--- config.mk ---
export PLATFORM = sky130hd
export DESIGN_NAME = isio_top
export DESIGN_NICKNAME = d
export VERILOG_FILES = /design/src/inc/isio_pkg.sv /design/src/isio_sync.sv /design/src/isio_top.sv
export VERILOG_INCLUDE_DIRS = /design/src /design/src/inc
export SDC_FILE = /design/constraint.sdc
export NUM_CORES = 1
export LEC_CHECK = 0
export ABC_CLOCK_PERIOD_IN_PS = 3000
export BUFFER_PORTS_ARGS = -buffer_cell sky130_fd_sc_hd__buf_2
export CAP_MARGIN = 10
export CORE_ASPECT_RATIO = 1.1
export CORE_MARGIN = 3
export CORE_UTILIZATION = 53
export CTS_CLUSTER_DIAMETER = 200
export DETAILED_ROUTE_END_ITERATION = 8
export PLACE_DENSITY = 0.81
export SETUP_SLACK_MARGIN = 0.05
export SLEW_MARGIN = 40
export SYNTH_ARGS = -nofsm -noshare
export SYNTH_HDL_FRONTEND = slang
export SYNTH_SLANG_ARGS = --single-unit
--- constraint.sdc ---
create_clock -name mclk -period 3 [get_ports mclk]
set_clock_uncertainty 0.2 [all_clocks]
set_input_delay 0.6 -clock mclk [delete_from_list [all_inputs] [get_ports mclk]]
set_output_delay 0.6 -clock mclk [all_outputs]
set_load 0.03 [all_outputs]
--- src/inc/isio_regs.svh ---
/*
 Register offsets, field positions and reset values of the instrument status I/O ports.
 Assumes a 10-bit byte address on the register port and 8-bit data.
*/
`ifndef ISIO_REGS_SVH
`define ISIO_REGS_SVH

// ----------------------------------------------------------------
// Widths
// ----------------------------------------------------------------
`define ISIO_AW 10
`define ISIO_DW 8
`define ISIO_CAL_W 6
`define ISIO_EV_W 4

// ----------------------------------------------------------------
// Register offsets
// ----------------------------------------------------------------
`define ISIO_CAL_PORT 10'h321
`define ISIO_INT_PORT 10'h322
`define ISIO_STAT_PORT 10'h323
`define ISIO_ALARM_PORT 10'h325
`define ISIO_COIL_SEL 10'h330
`define ISIO_COIL_VAL 10'h331
`define ISIO_EV_STATUS 10'h340
`define ISIO_EV_CLEAR 10'h341
`define ISIO_EV_ENABLE 10'h342

// ----------------------------------------------------------------
// Field positions
// ----------------------------------------------------------------
`define ISIO_ZERO_BIT 0
`define ISIO_LOW_SPAN_BIT 1
`define ISIO_SPAN_BIT 2
`define ISIO_PERIPH_RST_BIT 6
`define ISIO_DRV_RST_BIT 7
`define ISIO_HEALTH_BIT 4
`define ISIO_LIM1_BIT 5
`define ISIO_LIM2_BIT 6
`define ISIO_RANGE_BIT 7
`define ISIO_SYS_FLAG_BIT 0
`define ISIO_VALID_FLAG_BIT 1
`define ISIO_RANGE_FLAG_BIT 2
`define ISIO_EV_RELEASE_BIT 3

// ----------------------------------------------------------------
// Reset and fixed values
// ----------------------------------------------------------------
`define ISIO_IN_IDLE 8'hff
`define ISIO_CAL_IDLE 6'h3f
`define ISIO_TOP_ONES 2'h3
`define ISIO_INT_OUT_RST 8'h80
`define ISIO_STAT_RST 8'h00
`define ISIO_ALARM_RST 8'h00
`define ISIO_SPARE_RST 8'h00
`define ISIO_ZERO_BYTE 8'h00
`define ISIO_ZERO_EV 4'h0

`endif

--- src/inc/isio_pkg.sv ---
/*
 Types shared by the instrument status I/O ports.
 Assumes isio_regs.svh is available on the include path.
*/
`include "isio_regs.svh"

package isio_pkg;
	// Register port access kind
	typedef enum logic [1:0] {ISIO_IDLE, ISIO_READ, ISIO_WRITE} isio_acc_type;
	typedef logic [`ISIO_DW-1:0] isio_byte_type;
	typedef logic [`ISIO_EV_W-1:0] isio_ev_type;
endpackage

--- src/isio_sync.sv ---
/*
 Three-stage input synchroniser with agreement filter, one lane per bit.
 Assumes pins are asynchronous to mclk; idle level of every lane is one.
*/
`timescale 1ns/1ps
`include "isio_regs.svh"

module isio_sync #(
	parameter int WIDTH = 8
) (
	input wire logic mclk,
	input wire logic nrst,
	input wire logic [WIDTH-1:0] pin_in,
	output logic [WIDTH-1:0] level_out
);
	// ----------------------------------------------------------------
	// Per-bit synchroniser chain
	// ----------------------------------------------------------------
	genvar i;
	generate
		for (i = 0; i < WIDTH; i++)
		begin : g_lane
			logic s1_q;
			logic s2_q;
			logic s3_q;
			logic lvl_q;
			// First stage feeds only the second
			always_ff @(posedge mclk or negedge nrst)
			begin
				if (!nrst)
				begin
					s1_q <= 1'b1;
					s2_q <= 1'b1;
					s3_q <= 1'b1;
				end
				else
				begin
					s1_q <= pin_in[i];
					s2_q <= s1_q;
					s3_q <= s2_q;
				end
			end
			// Accept a new level once stages two and three agree
			always_ff @(posedge mclk or negedge nrst)
			begin
				if (!nrst)
					lvl_q <= 1'b1;
				else if (s2_q == s3_q)
					lvl_q <= s3_q;
			end
			assign level_out[i] = lvl_q;
		end
	endgenerate
endmodule

--- src/isio_top.sv ---
/*
 Instrument status I/O ports: calibration request inputs, internal I/O,
 status and alarm relay outputs, remote coil override and event interrupt.
 Assumes a single-cycle strobe register master on mclk and asynchronous pins.
*/
// The implementer's own choice: the address-and-strobe port.
// Operation
// RULE1: internal output bit 6 resets peripheral bus
// RULE2: cal bit 0 low requests zero calibration
// RULE3: cal bit 1 low requests low span
// RULE4: cal bit 2 low requests span calibration
// RULE5: equipment holds contacts low while wanted
// RULE6: cal request port at 321h, bits 0-5
// RULE7: health relay one only when healthy
// RULE8: alarm bit 5 shows limit one exceeded
// RULE9: alarm bit 6 shows limit two exceeded
// RULE10: alarm bit 7 mirrors upper range flag
// RULE11: each alarm bit overridable by remote coil
// RULE12: alarm bits 4-7 at port 325h
// RULE13: status bit 0 high on any alarm
// RULE14: status bit 1 zero while reading valid
// RULE15: status bit 2 zero in high range
// RULE16: status port eight bits at 323h
// RULE17: output ports hold last written value
// RULE18: input reads return synchronised pin levels
`timescale 1ns/1ps
`include "isio_regs.svh"

module isio_top (
	input wire logic mclk,
	input wire logic nrst,
	input wire logic [`ISIO_AW-1:0] reg_addr,
	input wire logic [`ISIO_DW-1:0] reg_wdata,
	input wire logic reg_wr,
	input wire logic reg_rd,
	output logic [`ISIO_DW-1:0] reg_rdata,
	input wire logic [`ISIO_CAL_W-1:0] cal_request_n,
	input wire logic [`ISIO_CAL_W-1:0] spare_in_high,
	input wire logic [`ISIO_DW-1:0] internal_in,
	output logic [`ISIO_DW-1:0] spare_out_low,
	output logic [3:0] spare_out_high,
	output logic periph_bus_reset,
	output logic bus_driver_hw_reset_n,
	output logic system_health_flag,
	output logic reading_valid_flag,
	output logic upper_range_flag,
	output logic health_alarm_relay,
	output logic limit_one_alarm,
	output logic limit_two_alarm,
	output logic upper_range_relay,
	output logic irq
);
	// ----------------------------------------------------------------
	// Declarations
	// ----------------------------------------------------------------
	logic [`ISIO_CAL_W-1:0] cal_lvl;
	logic [`ISIO_CAL_W-1:0] spare_lvl;
	logic [`ISIO_DW-1:0] int_lvl;
	logic [`ISIO_CAL_W-1:0] cal_prev_q;
	isio_pkg::isio_byte_type spare_low_q;
	isio_pkg::isio_byte_type int_out_q;
	isio_pkg::isio_byte_type stat_q;
	isio_pkg::isio_byte_type alarm_q;
	isio_pkg::isio_byte_type coil_sel_q;
	isio_pkg::isio_byte_type coil_val_q;
	isio_pkg::isio_ev_type ev_q;
	isio_pkg::isio_ev_type ev_en_q;
	isio_pkg::isio_ev_type ev_set;
	isio_pkg::isio_ev_type ev_clr;
	isio_pkg::isio_byte_type rdata_d;
	isio_pkg::isio_byte_type rdata_q;
	isio_pkg::isio_byte_type relay_d;
	isio_pkg::isio_byte_type relay_q;
	isio_pkg::isio_acc_type acc;
	logic wr_cal;
	logic wr_int;
	logic wr_stat;
	logic wr_alarm;
	logic wr_csel;
	logic wr_cval;
	logic wr_evclr;
	logic wr_even;

	// ----------------------------------------------------------------
	// Input synchronisers
	// ----------------------------------------------------------------
	// Calibration contacts, spare high inputs and internal inputs
	isio_sync #(.WIDTH(`ISIO_CAL_W)) u_cal_sync (
		.mclk(mclk),
		.nrst(nrst),
		.pin_in(cal_request_n),
		.level_out(cal_lvl)
	);

	isio_sync #(.WIDTH(`ISIO_CAL_W)) u_spare_sync (
		.mclk(mclk),
		.nrst(nrst),
		.pin_in(spare_in_high),
		.level_out(spare_lvl)
	);

	isio_sync #(.WIDTH(`ISIO_DW)) u_int_sync (
		.mclk(mclk),
		.nrst(nrst),
		.pin_in(internal_in),
		.level_out(int_lvl)
	);

	// ----------------------------------------------------------------
	// Address decode
	// ----------------------------------------------------------------
	// Access kind of the current cycle
	always_comb
	begin
		if (reg_wr)
			acc = isio_pkg::ISIO_WRITE;
		else if (reg_rd)
			acc = isio_pkg::ISIO_READ;
		else
			acc = isio_pkg::ISIO_IDLE;
	end

	// Write enables per register
	assign wr_cal = (acc == isio_pkg::ISIO_WRITE) && (reg_addr == `ISIO_CAL_PORT);
	assign wr_int = (acc == isio_pkg::ISIO_WRITE) && (reg_addr == `ISIO_INT_PORT);
	assign wr_stat = (acc == isio_pkg::ISIO_WRITE) && (reg_addr == `ISIO_STAT_PORT);
	assign wr_alarm = (acc == isio_pkg::ISIO_WRITE) && (reg_addr == `ISIO_ALARM_PORT);
	assign wr_csel = (acc == isio_pkg::ISIO_WRITE) && (reg_addr == `ISIO_COIL_SEL);
	assign wr_cval = (acc == isio_pkg::ISIO_WRITE) && (reg_addr == `ISIO_COIL_VAL);
	assign wr_evclr = (acc == isio_pkg::ISIO_WRITE) && (reg_addr == `ISIO_EV_CLEAR);
	assign wr_even = (acc == isio_pkg::ISIO_WRITE) && (reg_addr == `ISIO_EV_ENABLE);

	// ----------------------------------------------------------------
	// Output port registers
	// ----------------------------------------------------------------
	// RULE17: hold last written
	always_ff @(posedge mclk or negedge nrst)
	begin
		if (!nrst)
		begin
			spare_low_q <= `ISIO_SPARE_RST;
			int_out_q <= `ISIO_INT_OUT_RST;
			stat_q <= `ISIO_STAT_RST;
			alarm_q <= `ISIO_ALARM_RST;
		end
		else
		begin
			if (wr_cal)
				spare_low_q <= reg_wdata;
			if (wr_int)
				int_out_q <= reg_wdata;
			// RULE16: status port write
			if (wr_stat)
				stat_q <= reg_wdata;
			// RULE12: alarm port write
			if (wr_alarm)
				alarm_q <= reg_wdata;
		end
	end

	// Remote coil override select and values
	always_ff @(posedge mclk or negedge nrst)
	begin
		if (!nrst)
		begin
			coil_sel_q <= `ISIO_ZERO_BYTE;
			coil_val_q <= `ISIO_ZERO_BYTE;
		end
		else
		begin
			if (wr_csel)
				coil_sel_q <= reg_wdata;
			if (wr_cval)
				coil_val_q <= reg_wdata;
		end
	end

	// ----------------------------------------------------------------
	// Relay drive
	// ----------------------------------------------------------------
	// Local relay value, then the coil override
	always_comb
	begin
		relay_d = alarm_q;
		// RULE7: forced low on any alarm
		relay_d[`ISIO_HEALTH_BIT] = alarm_q[`ISIO_HEALTH_BIT] & ~stat_q[`ISIO_SYS_FLAG_BIT];
		// RULE10: mirrors upper range flag
		relay_d[`ISIO_RANGE_BIT] = ~stat_q[`ISIO_RANGE_FLAG_BIT];
		// RULE11: coil selects relay value
		relay_d = (relay_d & ~coil_sel_q) | (coil_val_q & coil_sel_q);
	end

	// Relay pins come from flip-flops
	always_ff @(posedge mclk or negedge nrst)
	begin
		if (!nrst)
			relay_q <= `ISIO_ALARM_RST;
		else
			relay_q <= relay_d;
	end

	// RULE8: limit one relay
	assign limit_one_alarm = relay_q[`ISIO_LIM1_BIT];
	// RULE9: limit two relay
	assign limit_two_alarm = relay_q[`ISIO_LIM2_BIT];
	assign health_alarm_relay = relay_q[`ISIO_HEALTH_BIT];
	assign upper_range_relay = relay_q[`ISIO_RANGE_BIT];
	assign spare_out_high = alarm_q[3:0];
	assign spare_out_low = spare_low_q;

	// RULE13: any alarm flag
	assign system_health_flag = stat_q[`ISIO_SYS_FLAG_BIT];
	// RULE14: reading valid flag
	assign reading_valid_flag = stat_q[`ISIO_VALID_FLAG_BIT];
	// RULE15: range flag
	assign upper_range_flag = stat_q[`ISIO_RANGE_FLAG_BIT];

	// RULE1: peripheral bus reset
	assign periph_bus_reset = int_out_q[`ISIO_PERIPH_RST_BIT];
	assign bus_driver_hw_reset_n = int_out_q[`ISIO_DRV_RST_BIT];

	// ----------------------------------------------------------------
	// Calibration request events and interrupt
	// ----------------------------------------------------------------
	// Previous synchronised request levels
	always_ff @(posedge mclk or negedge nrst)
	begin
		if (!nrst)
			cal_prev_q <= `ISIO_CAL_IDLE;
		else
			cal_prev_q <= cal_lvl;
	end

	// RULE5: low while mode wanted
	always_comb
	begin
		ev_set = `ISIO_ZERO_EV;
		// RULE2: zero calibration entry
		ev_set[`ISIO_ZERO_BIT] = cal_prev_q[`ISIO_ZERO_BIT] & ~cal_lvl[`ISIO_ZERO_BIT];
		// RULE3: low span entry
		ev_set[`ISIO_LOW_SPAN_BIT] = cal_prev_q[`ISIO_LOW_SPAN_BIT]
			& ~cal_lvl[`ISIO_LOW_SPAN_BIT];
		// RULE4: span entry
		ev_set[`ISIO_SPAN_BIT] = cal_prev_q[`ISIO_SPAN_BIT] & ~cal_lvl[`ISIO_SPAN_BIT];
		ev_set[`ISIO_EV_RELEASE_BIT] = |(~cal_prev_q[`ISIO_SPAN_BIT:`ISIO_ZERO_BIT]
			& cal_lvl[`ISIO_SPAN_BIT:`ISIO_ZERO_BIT]);
	end

	assign ev_clr = wr_evclr ? reg_wdata[`ISIO_EV_W-1:0] : `ISIO_ZERO_EV;

	// Sticky events, set wins over clear
	always_ff @(posedge mclk or negedge nrst)
	begin
		if (!nrst)
			ev_q <= `ISIO_ZERO_EV;
		else
			ev_q <= (ev_q & ~ev_clr) | ev_set;
	end

	// Event enable mask
	always_ff @(posedge mclk or negedge nrst)
	begin
		if (!nrst)
			ev_en_q <= `ISIO_ZERO_EV;
		else if (wr_even)
			ev_en_q <= reg_wdata[`ISIO_EV_W-1:0];
	end

	assign irq = |(ev_q & ev_en_q);

	// ----------------------------------------------------------------
	// Read path
	// ----------------------------------------------------------------
	// Read mux, unmapped reads zero
	always_comb
	begin
		rdata_d = `ISIO_ZERO_BYTE;
		if (acc == isio_pkg::ISIO_READ)
		begin
			case (reg_addr)
				// RULE6: request port, top bits one
				`ISIO_CAL_PORT: rdata_d = {`ISIO_TOP_ONES, cal_lvl};
				// RULE18: synchronised levels
				`ISIO_INT_PORT: rdata_d = int_lvl;
				`ISIO_STAT_PORT: rdata_d = stat_q;
				`ISIO_ALARM_PORT: rdata_d = {`ISIO_TOP_ONES, spare_lvl};
				`ISIO_COIL_SEL: rdata_d = coil_sel_q;
				`ISIO_COIL_VAL: rdata_d = coil_val_q;
				`ISIO_EV_STATUS: rdata_d = {4'h0, ev_q};
				`ISIO_EV_ENABLE: rdata_d = {4'h0, ev_en_q};
				default: rdata_d = `ISIO_ZERO_BYTE;
			endcase
		end
	end

	// Read data valid one cycle after strobe
	always_ff @(posedge mclk or negedge nrst)
	begin
		if (!nrst)
			rdata_q <= `ISIO_ZERO_BYTE;
		else
			rdata_q <= rdata_d;
	end

	assign reg_rdata = rdata_q;

	// ----------------------------------------------------------------
	// Assertions
	// ----------------------------------------------------------------
	// RULE1: reset bit follows write
	a_periph_reset_write: assert property (@(posedge mclk) disable iff (!nrst) // RULE1
		wr_int |=> periph_bus_reset == $past(reg_wdata[`ISIO_PERIPH_RST_BIT]))
		else $error("peripheral reset bit does not follow write");

	// RULE2: zero request raises event
	a_zero_cal_event: assert property (@(posedge mclk) disable iff (!nrst) // RULE2
		$fell(cal_lvl[`ISIO_ZERO_BIT]) |=> ev_q[`ISIO_ZERO_BIT])
		else $error("zero request did not set event");

	// RULE4: span request raises event
	a_span_cal_event: assert property (@(posedge mclk) disable iff (!nrst) // RULE4
		$fell(cal_lvl[`ISIO_SPAN_BIT]) |=> ev_q[`ISIO_SPAN_BIT])
		else $error("span request did not set event");

	// RULE6: request port read
	a_cal_port_read: assert property (@(posedge mclk) disable iff (!nrst) // RULE6
		(reg_rd && reg_addr == `ISIO_CAL_PORT)
		|=> reg_rdata == {`ISIO_TOP_ONES, $past(cal_lvl)})
		else $error("request port read mismatch");

	// RULE7: health relay low on alarm
	a_health_on_alarm: assert property (@(posedge mclk) disable iff (!nrst) // RULE7
		(stat_q[`ISIO_SYS_FLAG_BIT] && !coil_sel_q[`ISIO_HEALTH_BIT])
		|=> !health_alarm_relay)
		else $error("health relay high during alarm");

	// RULE10: range relay mirrors flag
	a_range_mirror: assert property (@(posedge mclk) disable iff (!nrst) // RULE10
		!coil_sel_q[`ISIO_RANGE_BIT] |=> upper_range_relay == !$past(upper_range_flag))
		else $error("range relay does not mirror flag");

	// RULE11: coil override
	a_coil_override: assert property (@(posedge mclk) disable iff (!nrst) // RULE11
		coil_sel_q[`ISIO_LIM1_BIT] |=> limit_one_alarm == $past(coil_val_q[`ISIO_LIM1_BIT]))
		else $error("coil override not applied");

	// RULE17: status holds without write
	a_status_hold: assert property (@(posedge mclk) disable iff (!nrst) // RULE17
		!wr_stat |=> $stable(stat_q))
		else $error("status port changed without write");

	// RULE18: internal port read
	a_int_port_read: assert property (@(posedge mclk) disable iff (!nrst) // RULE18
		(reg_rd && reg_addr == `ISIO_INT_PORT) |=> reg_rdata == $past(int_lvl))
		else $error("internal port read mismatch");

	// Interrupt high while the zero event is pending and enabled
	a_irq_level: assert property (@(posedge mclk) disable iff (!nrst)
		(ev_q[`ISIO_ZERO_BIT] && ev_en_q[`ISIO_ZERO_BIT]) |-> irq)
		else $error("irq low with enabled event");

	// Main scenarios
	c_zero_request: cover property (@(posedge mclk) disable iff (!nrst)
		$fell(cal_lvl[`ISIO_ZERO_BIT]) ##[1:8] irq);
	c_coil_drive: cover property (@(posedge mclk) disable iff (!nrst)
		wr_csel ##[1:2] wr_cval);
	c_periph_reset: cover property (@(posedge mclk) disable iff (!nrst)
		periph_bus_reset ##1 !periph_bus_reset);
endmodule

==> impl_metrics.csv, run 1 <==
group,metric,value,unit
floorplan,io_pins,72,
sta,tns,0,ns
floorplan,die_w,101,um
worst_setup_path,path_class,"reg -> out",
synthesis,synthArstFlopShare,100,%
run_status,outcome,"complete, no violations",
global_route,grt_pass1_vias,3296,
flow_run,cap_violations,0,
floorplan,core,9540,um2
clock_tree,tritoncts,"yes",
worst_setup_path,r2r_setup_slack,1.53,ns
clock_tree,postCtsResizedCells,0,
worst_setup_path,crit_buf_inv,1,
finish,final_common_cell,"dfstp_2",
worst_hold_path,hold_path_end,"u_spare_sync.g_lane[3].s2_q$_DFF_PN1_",
worst_setup_path,r2r-end,"reg_rdata[3]$_DFF_PN0_",
sta,period_share,73.9,%
worst_setup_path,r2r-start,"stat_q[3]$_DFFE_PN0P_",
worst_setup_path,cp.arrival,1.42,ns
finish,antennaDiodeCount,0,
clock_tree,cts.sinks,144,
sta,rsz0062_at_grt,"no",
clock_tree,ctsRootBufferMaster,"clkbuf_8",
drt,drtPass1Iterations,4,
place,dp_hpwl,7010,um
place,gp_congestion,0.868,
drt,routedWlPerCell,18.1,um
finish,area_growth,25.9,%
pwr,leakage,3.03,nW
worst_setup_path,crit_fanout,3,
drt,drt_iter0_markers,216,
clock_tree,cts.clk_slew.worst_paths,0.06,ns
sta,slew_viol_final,0,
pwr,power.density,679,nW/um2
synthesis,avgSynthCellArea,15.6,um2
pwr,ir_worst_vdd,0.409,mV
clock_tree,clockBufferDepth,2,
clock_tree,cts_setup_buffers,0,
worst_setup_path,start_kind,"register",
place,place_inst,527,
sta,relSlewSlack,68.2,%
worst_setup_path,worstPathRequired,2.20,ns
finish,fin_nets,492,
global_route,grt-ovfl-total,0,
clock_tree,htreeDepth,4,
global_route,grt_pass1_wl,17500,um
finish,n_fill_cell,644,
synthesis,synthCells,340,
finish,layout-drive-gt1-share,56.4,%
synthesis,synthesis.area,5290,um2
worst_hold_path,hold_path_depth,0,
worst_setup_path,slowest_stage,"dfrtp_1",
finish,post-route-util,69.9,%
sta,final-setup-viol-count,0,
floorplan,die_area,11200,um2
clock_tree,clkLatencyLatePin,0.53,ns
worst_setup_path,cp_top_family,"flip-flops",
floorplan,initial_core_util,55.5,%
worst_setup_path,crit_chain,"a22oi_1 -> nand2_1 -> buf_2",
synthesis,yosysSeqAreaShare,70.1,%
drt,drc,0,
drt,ant_nets,0,
sta,layout_min_cycle_time,2.22,ns
global_route,grt_start_max_net_pins,68,
sta,clock.fmax,0.451,GHz
sta,hold_viol_final,0,
finish,layout_common_cells,"dfstp_2, buf_2, dfrtp_1",
sta,worstMarginPinSlew,0.476,ns
synthesis,synth-edff-count,0,
floorplan,num_rows,37,
drt,viasPerCell,5.45,
synthesis,syn_nets,382,
clock_tree,cts_made_buffers,17,
global_route,track_usage,20.8,%
worst_setup_path,reg2reg_depth,4,
synthesis,ys_ff_latch,144,
pwr,p_total,4.52,mW
synthesis,synth_ff_type,"dfstp_2",
worst_hold_path,worstHoldStart,"u_spare_sync.g_lane[3].s1_q$_DFF_PN1_",
synthesis,yosysWarnings,0,
worst_setup_path,cpPeakStageDelay,0.40,ns
place,io_buffers,71,
worst_setup_path,crit_path_end_kind,"primary output",
synthesis,ys_types,45,
global_route,antenna_found_initial,0,
drt,routed_wirelength,10500,um
worst_hold_path,hold_path.class,"reg -> reg",
drt,vias,3161,
finish,final_cells,580,
floorplan,die_y,111,um
==> power by group <==
group          switching, mW  internal [mW]
registers             0.0466           2.08
clock network          0.785           1.40
logic                  0.120         0.0949
total                  0.952           3.57
==> registers in the layout, indices dropped and copies added (netlist names), 7 cells and up <==
register	cells
coil_sel_q	8
u_int_sync.g_lane.s2_q	8
coil_val_q	8
u_int_sync.g_lane.s3_q	8
spare_out_low	8
u_int_sync.g_lane.s1_q	8
u_int_sync.g_lane.lvl_q	8
alarm_q	7
stat_q	8
reg_rdata	8
==> stage by stage <==
step / worst slack (ns) / cell area, um2 / hold slack (ns)
floorplan: 0.630 / 5290 / 0.104
global placement: 0.322 / 5830 / 0.145
detailed placement: 0.286 / 5830 / 0.147
CTS: 0.763 / 6660 / 0.155
global route: 0.745 / 6660 / 0.157
finish: 0.784 / 6660 / 0.151
==> worst max-delay path by stage <==
stage	from	endpoint	depth (start not counted)
2_1_floorplan	reg_addr[7]	coil_sel_q[0]$_DFFE_PN0P_	7
6_report	ev_en_q[1]$_DFFE_PN0P_	irq	3
5_1_grt	reg_addr[7]	coil_sel_q[1]$_DFFE_PN0P_	6
3_3_place_gp	reg_addr[7]	coil_sel_q[3]$_DFFE_PN0P_	6
3_5_place_dp	reg_addr[7]	coil_sel_q[6]$_DFFE_PN0P_	6
4_1_cts	ev_en_q[1]$_DFFE_PN0P_	irq	3
==> repair_timing <==
action | CTS | global route
hold buffers | 21 | 0
setup endpoints to repair | 0 | 0
endpoints found under the hold margin | 40 | 0
==> final cells by class <==
class	instances	area [um2]	share of cell area [%]
flip-flops and latches	144	3710	55.7
multi-input cells	175	1480	22.2
repair buffers	104	674	10.1
clock buffers	19	442	6.63
clock inverters	13	185	2.78
well taps	117	146	2.20
inverters	8	30.0	0.451
==> layer usage <==
layer / track usage, % / vias to the layer above / part of all wire [%]
met5: 0 / - / 0
met4: 7.45 / 0 / 1.6
met3: 7.05 / 16 / 6.1
met2: 31.8 / 96 / 50
met1: 27.7 / 1607 / 42
li1: - / 1442 / -
==> synth_stat cells, types with 2 or more instances <==
cell	n	area share, %
mux2_2	53	11
o21ai_0	4	0.38
nor3_1	6	0.57
nor2_2	2	0.24
a221oi_1	3	0.50
buf_2	2	0.19
nand3_1	4	0.38
nor2_1	12	0.85
nand2_1	13	0.92
dfstp_2	84	42
nand2b_1	4	0.47
buf_1	2	0.14
nor4_1	3	0.35
a31oi_1	5	0.59
dfrtp_1	60	28
buf_4	4	0.57
a22o_1	4	0.66
a22oi_1	8	1.1
mux2i_1	10	1.9
maj3_1	20	3.8
inv_1	8	0.57
o32ai_1	3	0.50
clkbuf_1	3	0.21
nand4_1	2	0.24
==> kinds of logic (layout without fill, tap and decap cells) <==
kind of cell,after synthesis,count (layout),share of synthesized area [%]
multiplexers,63,63,13.2
AO/OA/AOI/OAI,33,33,4.63
flip-flops,144,144,70.1
buffers and inverters,21,144,1.99
adder cells (fa/ha/maj),20,20,3.78
AND/OR/NAND/NOR,59,59,6.34
No activity file was read; power rests on OpenSTA's default activity.
==> inputs of run 2 (changes only) <==
ABC_AREA = 1   (was default)
ABC_CLOCK_PERIOD_IN_PS = 1800   (was 3000)
CORE_UTILIZATION = 52   (was 53)
PLACE_DENSITY = 0.83   (was 0.81)
clock period = 1.8 ns   (was 3 ns; I/O delays follow)
==> run 2 against run 1 <==
Net effect: sequential power increased by 67%; synthesized area increased by 7.7%; flip-flop and latch count unchanged; first-iteration DRC count increased by 13%; utilization decreased by 1.2 points; critical path depth unchanged; non-clock buffer count increased by 16; global-route usage increased by 0.75 points; register-to-register slack got worse by 0.99 ns; sequential share of layout area decreased by 4.4 points; synthesized cell count increased by 49%; critical endpoint unchanged; largest cell class unchanged; largest power group is now registers; highest routed layer unchanged.
==> impl_metrics.csv, run 2 <==
group,metric,value,unit
sta,clock.fmax,0.563,GHz
synthesis,synth_top_area_share,38.7,%
synthesis,synth_top_cell_by_area,"dfstp_2",
place,dpl_cell_area,6300,um2
global_route,grt_pass1_wl,20200,um
sta,hold_viol_final,0,
floorplan,die_area,12300,um2
floorplan,io_pins,72,
sta,final-setup-viol-count,0,
synthesis,synthCells,508,
sta,relSlewSlack,73.4,%
global_route,antenna_found_initial,0,
pwr,switching_power,1.80,mW
floorplan,die_w,106,um
pwr,power_frac_seq,48.0,%
drt,routedWlPerCell,15.2,um
worst_setup_path,cpPeakStageDelay,0.41,ns
finish,final_common_cell,"nand2_1",
synthesis,synth_commonest_cells,"nand2_1, dfstp_2, dfrtp_1, inv_1, nor2_1",
synthesis,synth_ff_type,"dfstp_2",
clock_tree,cts.sinks,144,
drt,drt_iter0_markers,243,
clock_tree,ctsRootBufferMaster,"clkbuf_16",
place,place_inst,726,
synthesis,ys_types,26,
worst_setup_path,path_class,"reg -> out",
synthesis,synth-xor-area-share,0,%
worst_setup_path,r2r-start,"ev_en_q[0]$_DFFE_PN0P_",
place,gp_congestion,0.900,
place,io_buffers,71,
synthesis,yosysSeqAreaShare,65.1,%
global_route,grt_pass1_vias,4042,
clock_tree,cts.clk_slew.worst_paths,0.06,ns
worst_setup_path,r2r-end,"reg_rdata[0]$_DFF_PN0_",
clock_tree,clkLatencyLatePin,0.42,ns
drt,drtPass1Iterations,5,
floorplan,initial_core_util,54.1,%
synthesis,synthesis.area,5700,um2
synthesis,yosysWarnings,0,
sta,worstMarginPinSlew,0.399,ns
sta,period_share,98.6,%
floorplan,die_y,116,um
finish,final_cells,792,
drt,vias,3894,
synthesis,synth_mux_area_share,0,%
clock_tree,clockBufferDepth,2,
synthesis,synthMostInstantiatedCell,"nand2_1",
place,dp_slack,-0.0290,ns
pwr,ir_worst_vdd,0.728,mV
synthesis,synthArstFlopShare,100,%
global_route,grt_start_max_net_pins,42,
synthesis,ys_ff_latch,144,
synthesis,synth-edff-count,0,
pwr,p_total,7.41,mW
finish,area_growth,27.1,%
run_status,outcome,"complete, no violations",
finish,antennaDiodeCount,0,
floorplan,core,10500,um2
synthesis,synth_adder_area_share,3.51,%
finish,layout-drive-gt1-share,44.1,%
sta,rsz0062_at_grt,"yes",
worst_setup_path,crit_chain,"nand2_2 -> o2111ai_4 -> buf_6",
finish,design_area,7240,um2
synthesis,synth_compound_area_share,6.81,%
clock_tree,cts_made_buffers,17,
finish,fin_nets,678,
pwr,p_int,5.61,mW
synthesis,synth_area_leaders,"dfstp_2, dfrtp_1, nand2_1",
worst_hold_path,hold_path.class,"in -> reg",
worst_setup_path,crit_path_end_kind,"primary output",
pwr,leakage,3.38,nW
worst_setup_path,r2r_setup_slack,0.54,ns
worst_setup_path,worstPathRequired,1.24,ns
pwr,power.density,1020,nW/um2
sta,layout_min_cycle_time,1.78,ns
worst_setup_path,crit_fanout,3,
worst_setup_path,reg2reg_depth,7,
drt,routed_wirelength,12000,um
finish,layout_common_cells,"nand2_1, dfstp_2, buf_2",
drt,ant_nets,0,
pwr,pwr-share-comb,5.6,%
synthesis,avgSynthCellArea,11.2,um2
global_route,track_usage,21.5,%
synthesis,yosys.area_share.simple,19.8,%
worst_setup_path,slowest_stage,"dfrtp_1",
worst_setup_path,start_kind,"register",
clock_tree,htreeDepth,4,
worst_hold_path,worstHoldStart,"reg_rd",
sta,tns,0,ns
worst_setup_path,cp.arrival,1.22,ns
place,dp_hpwl,8270,um
synthesis,syn_nets,550,
pwr,pwr-share-clk,46.4,%
clock_tree,tritoncts,"yes",
sta,whs,0.0939,ns
pwr,swShare,24.3,%
worst_hold_path,hold_path_depth,3,
worst_hold_path,hold_path_end,"reg_rdata[2]$_DFF_PN0_",
flow_run,cap_violations,0,
drt,viasPerCell,4.92,
global_route,grt-ovfl-total,0,
drt,drc,0,
synthesis,synth_top_family_by_area,"simple AND/OR/NAND/NOR gates",
floorplan,num_rows,39,
sta,slew_viol_final,0,
sta,setup_slack,0.0248,ns
finish,post-route-util,68.7,%
[run 2: cell count changes after synthesis, moves of 9 or more]
cell and delta:
nand2_1 +110, mux2_2 -53, o21ai_1 +9, nor2_2 +9, nor2_1 +20, inv_1 +33
mux2i_1 -10, nand3_1 +10, o21ai_0 +16, nand4_1 +11, o21ai_2 +24, nand2_2 +11
[run 2: power groups by stage]
stage	Clock [mW]	Sequential (mW)	Combinational, mW
3_3_place_gp	0	3.60	0.355
6_report	3.44	3.55	0.415
2_1_floorplan	0	3.59	0.158
4_1_cts	3.51	3.56	0.420
3_5_place_dp	0	3.61	0.366
5_1_grt	3.68	3.57	0.461
[run 2: critical path, delay by kind of cell (launching register included)]
kind	cells	cell delay, ns
simple gates	1	0.09
compound gates	1	0.14
buf+inv	1	0.16
flops	1	0.41
[run 2: cells by family (layout without fill, tap and decap cells)]
logic type / Yosys count / in the layout
AO/OA/AOI/OAI: 58 / 58
adder cells (fa/ha/maj): 20 / 20
buffers and inverters: 59 / 200
flip-flops: 144 / 144
AND/OR/NAND/NOR: 227 / 227
[run 2: metal layers]
layer / up-vias / global-route usage, % / wire [um]
li1: 1889 / - / -
met1: 1873 / 27.8 / 5170
met2: 114 / 36.1 / 6070
met3: 18 / 5.68 / 615
met4: 0 / 6.82 / 193
met5: - / 0 / 0
[run 2: worst max-delay path by stage]
stage | end | startpoint | depth (start not counted)
after floorplan | spare_out_low[3]$_DFFE_PN0P_ | reg_addr[8] | 8
after global placement | spare_out_low[1]$_DFFE_PN0P_ | reg_addr[8] | 8
after detailed placement | spare_out_low[0]$_DFFE_PN0P_ | reg_addr[8] | 8
after CTS | irq | ev_en_q[0]$_DFFE_PN0P_ | 3
after global routing | irq | ev_q[0]$_DFF_PN0_ | 3
final | irq | ev_q[2]$_DFF_PN0_ | 3
[run 2: what timing repair did]
item	CTS	global route
hold endpoints to repair	72	0
hold buffers	28	0
resized for setup	9	0
pin swaps	1	1
setup buffers	3	3
setup endpoints to repair	1	1
[run 2: layout make-up]
type                    count  area (um2)
multi-input cells         305        1740
clock inverters            15         161
repair buffers            120         843
clock buffers              17         425
well taps                 143         179
flip-flops and latches    144        3710
inverters                  48         180
fillers                   827        3300
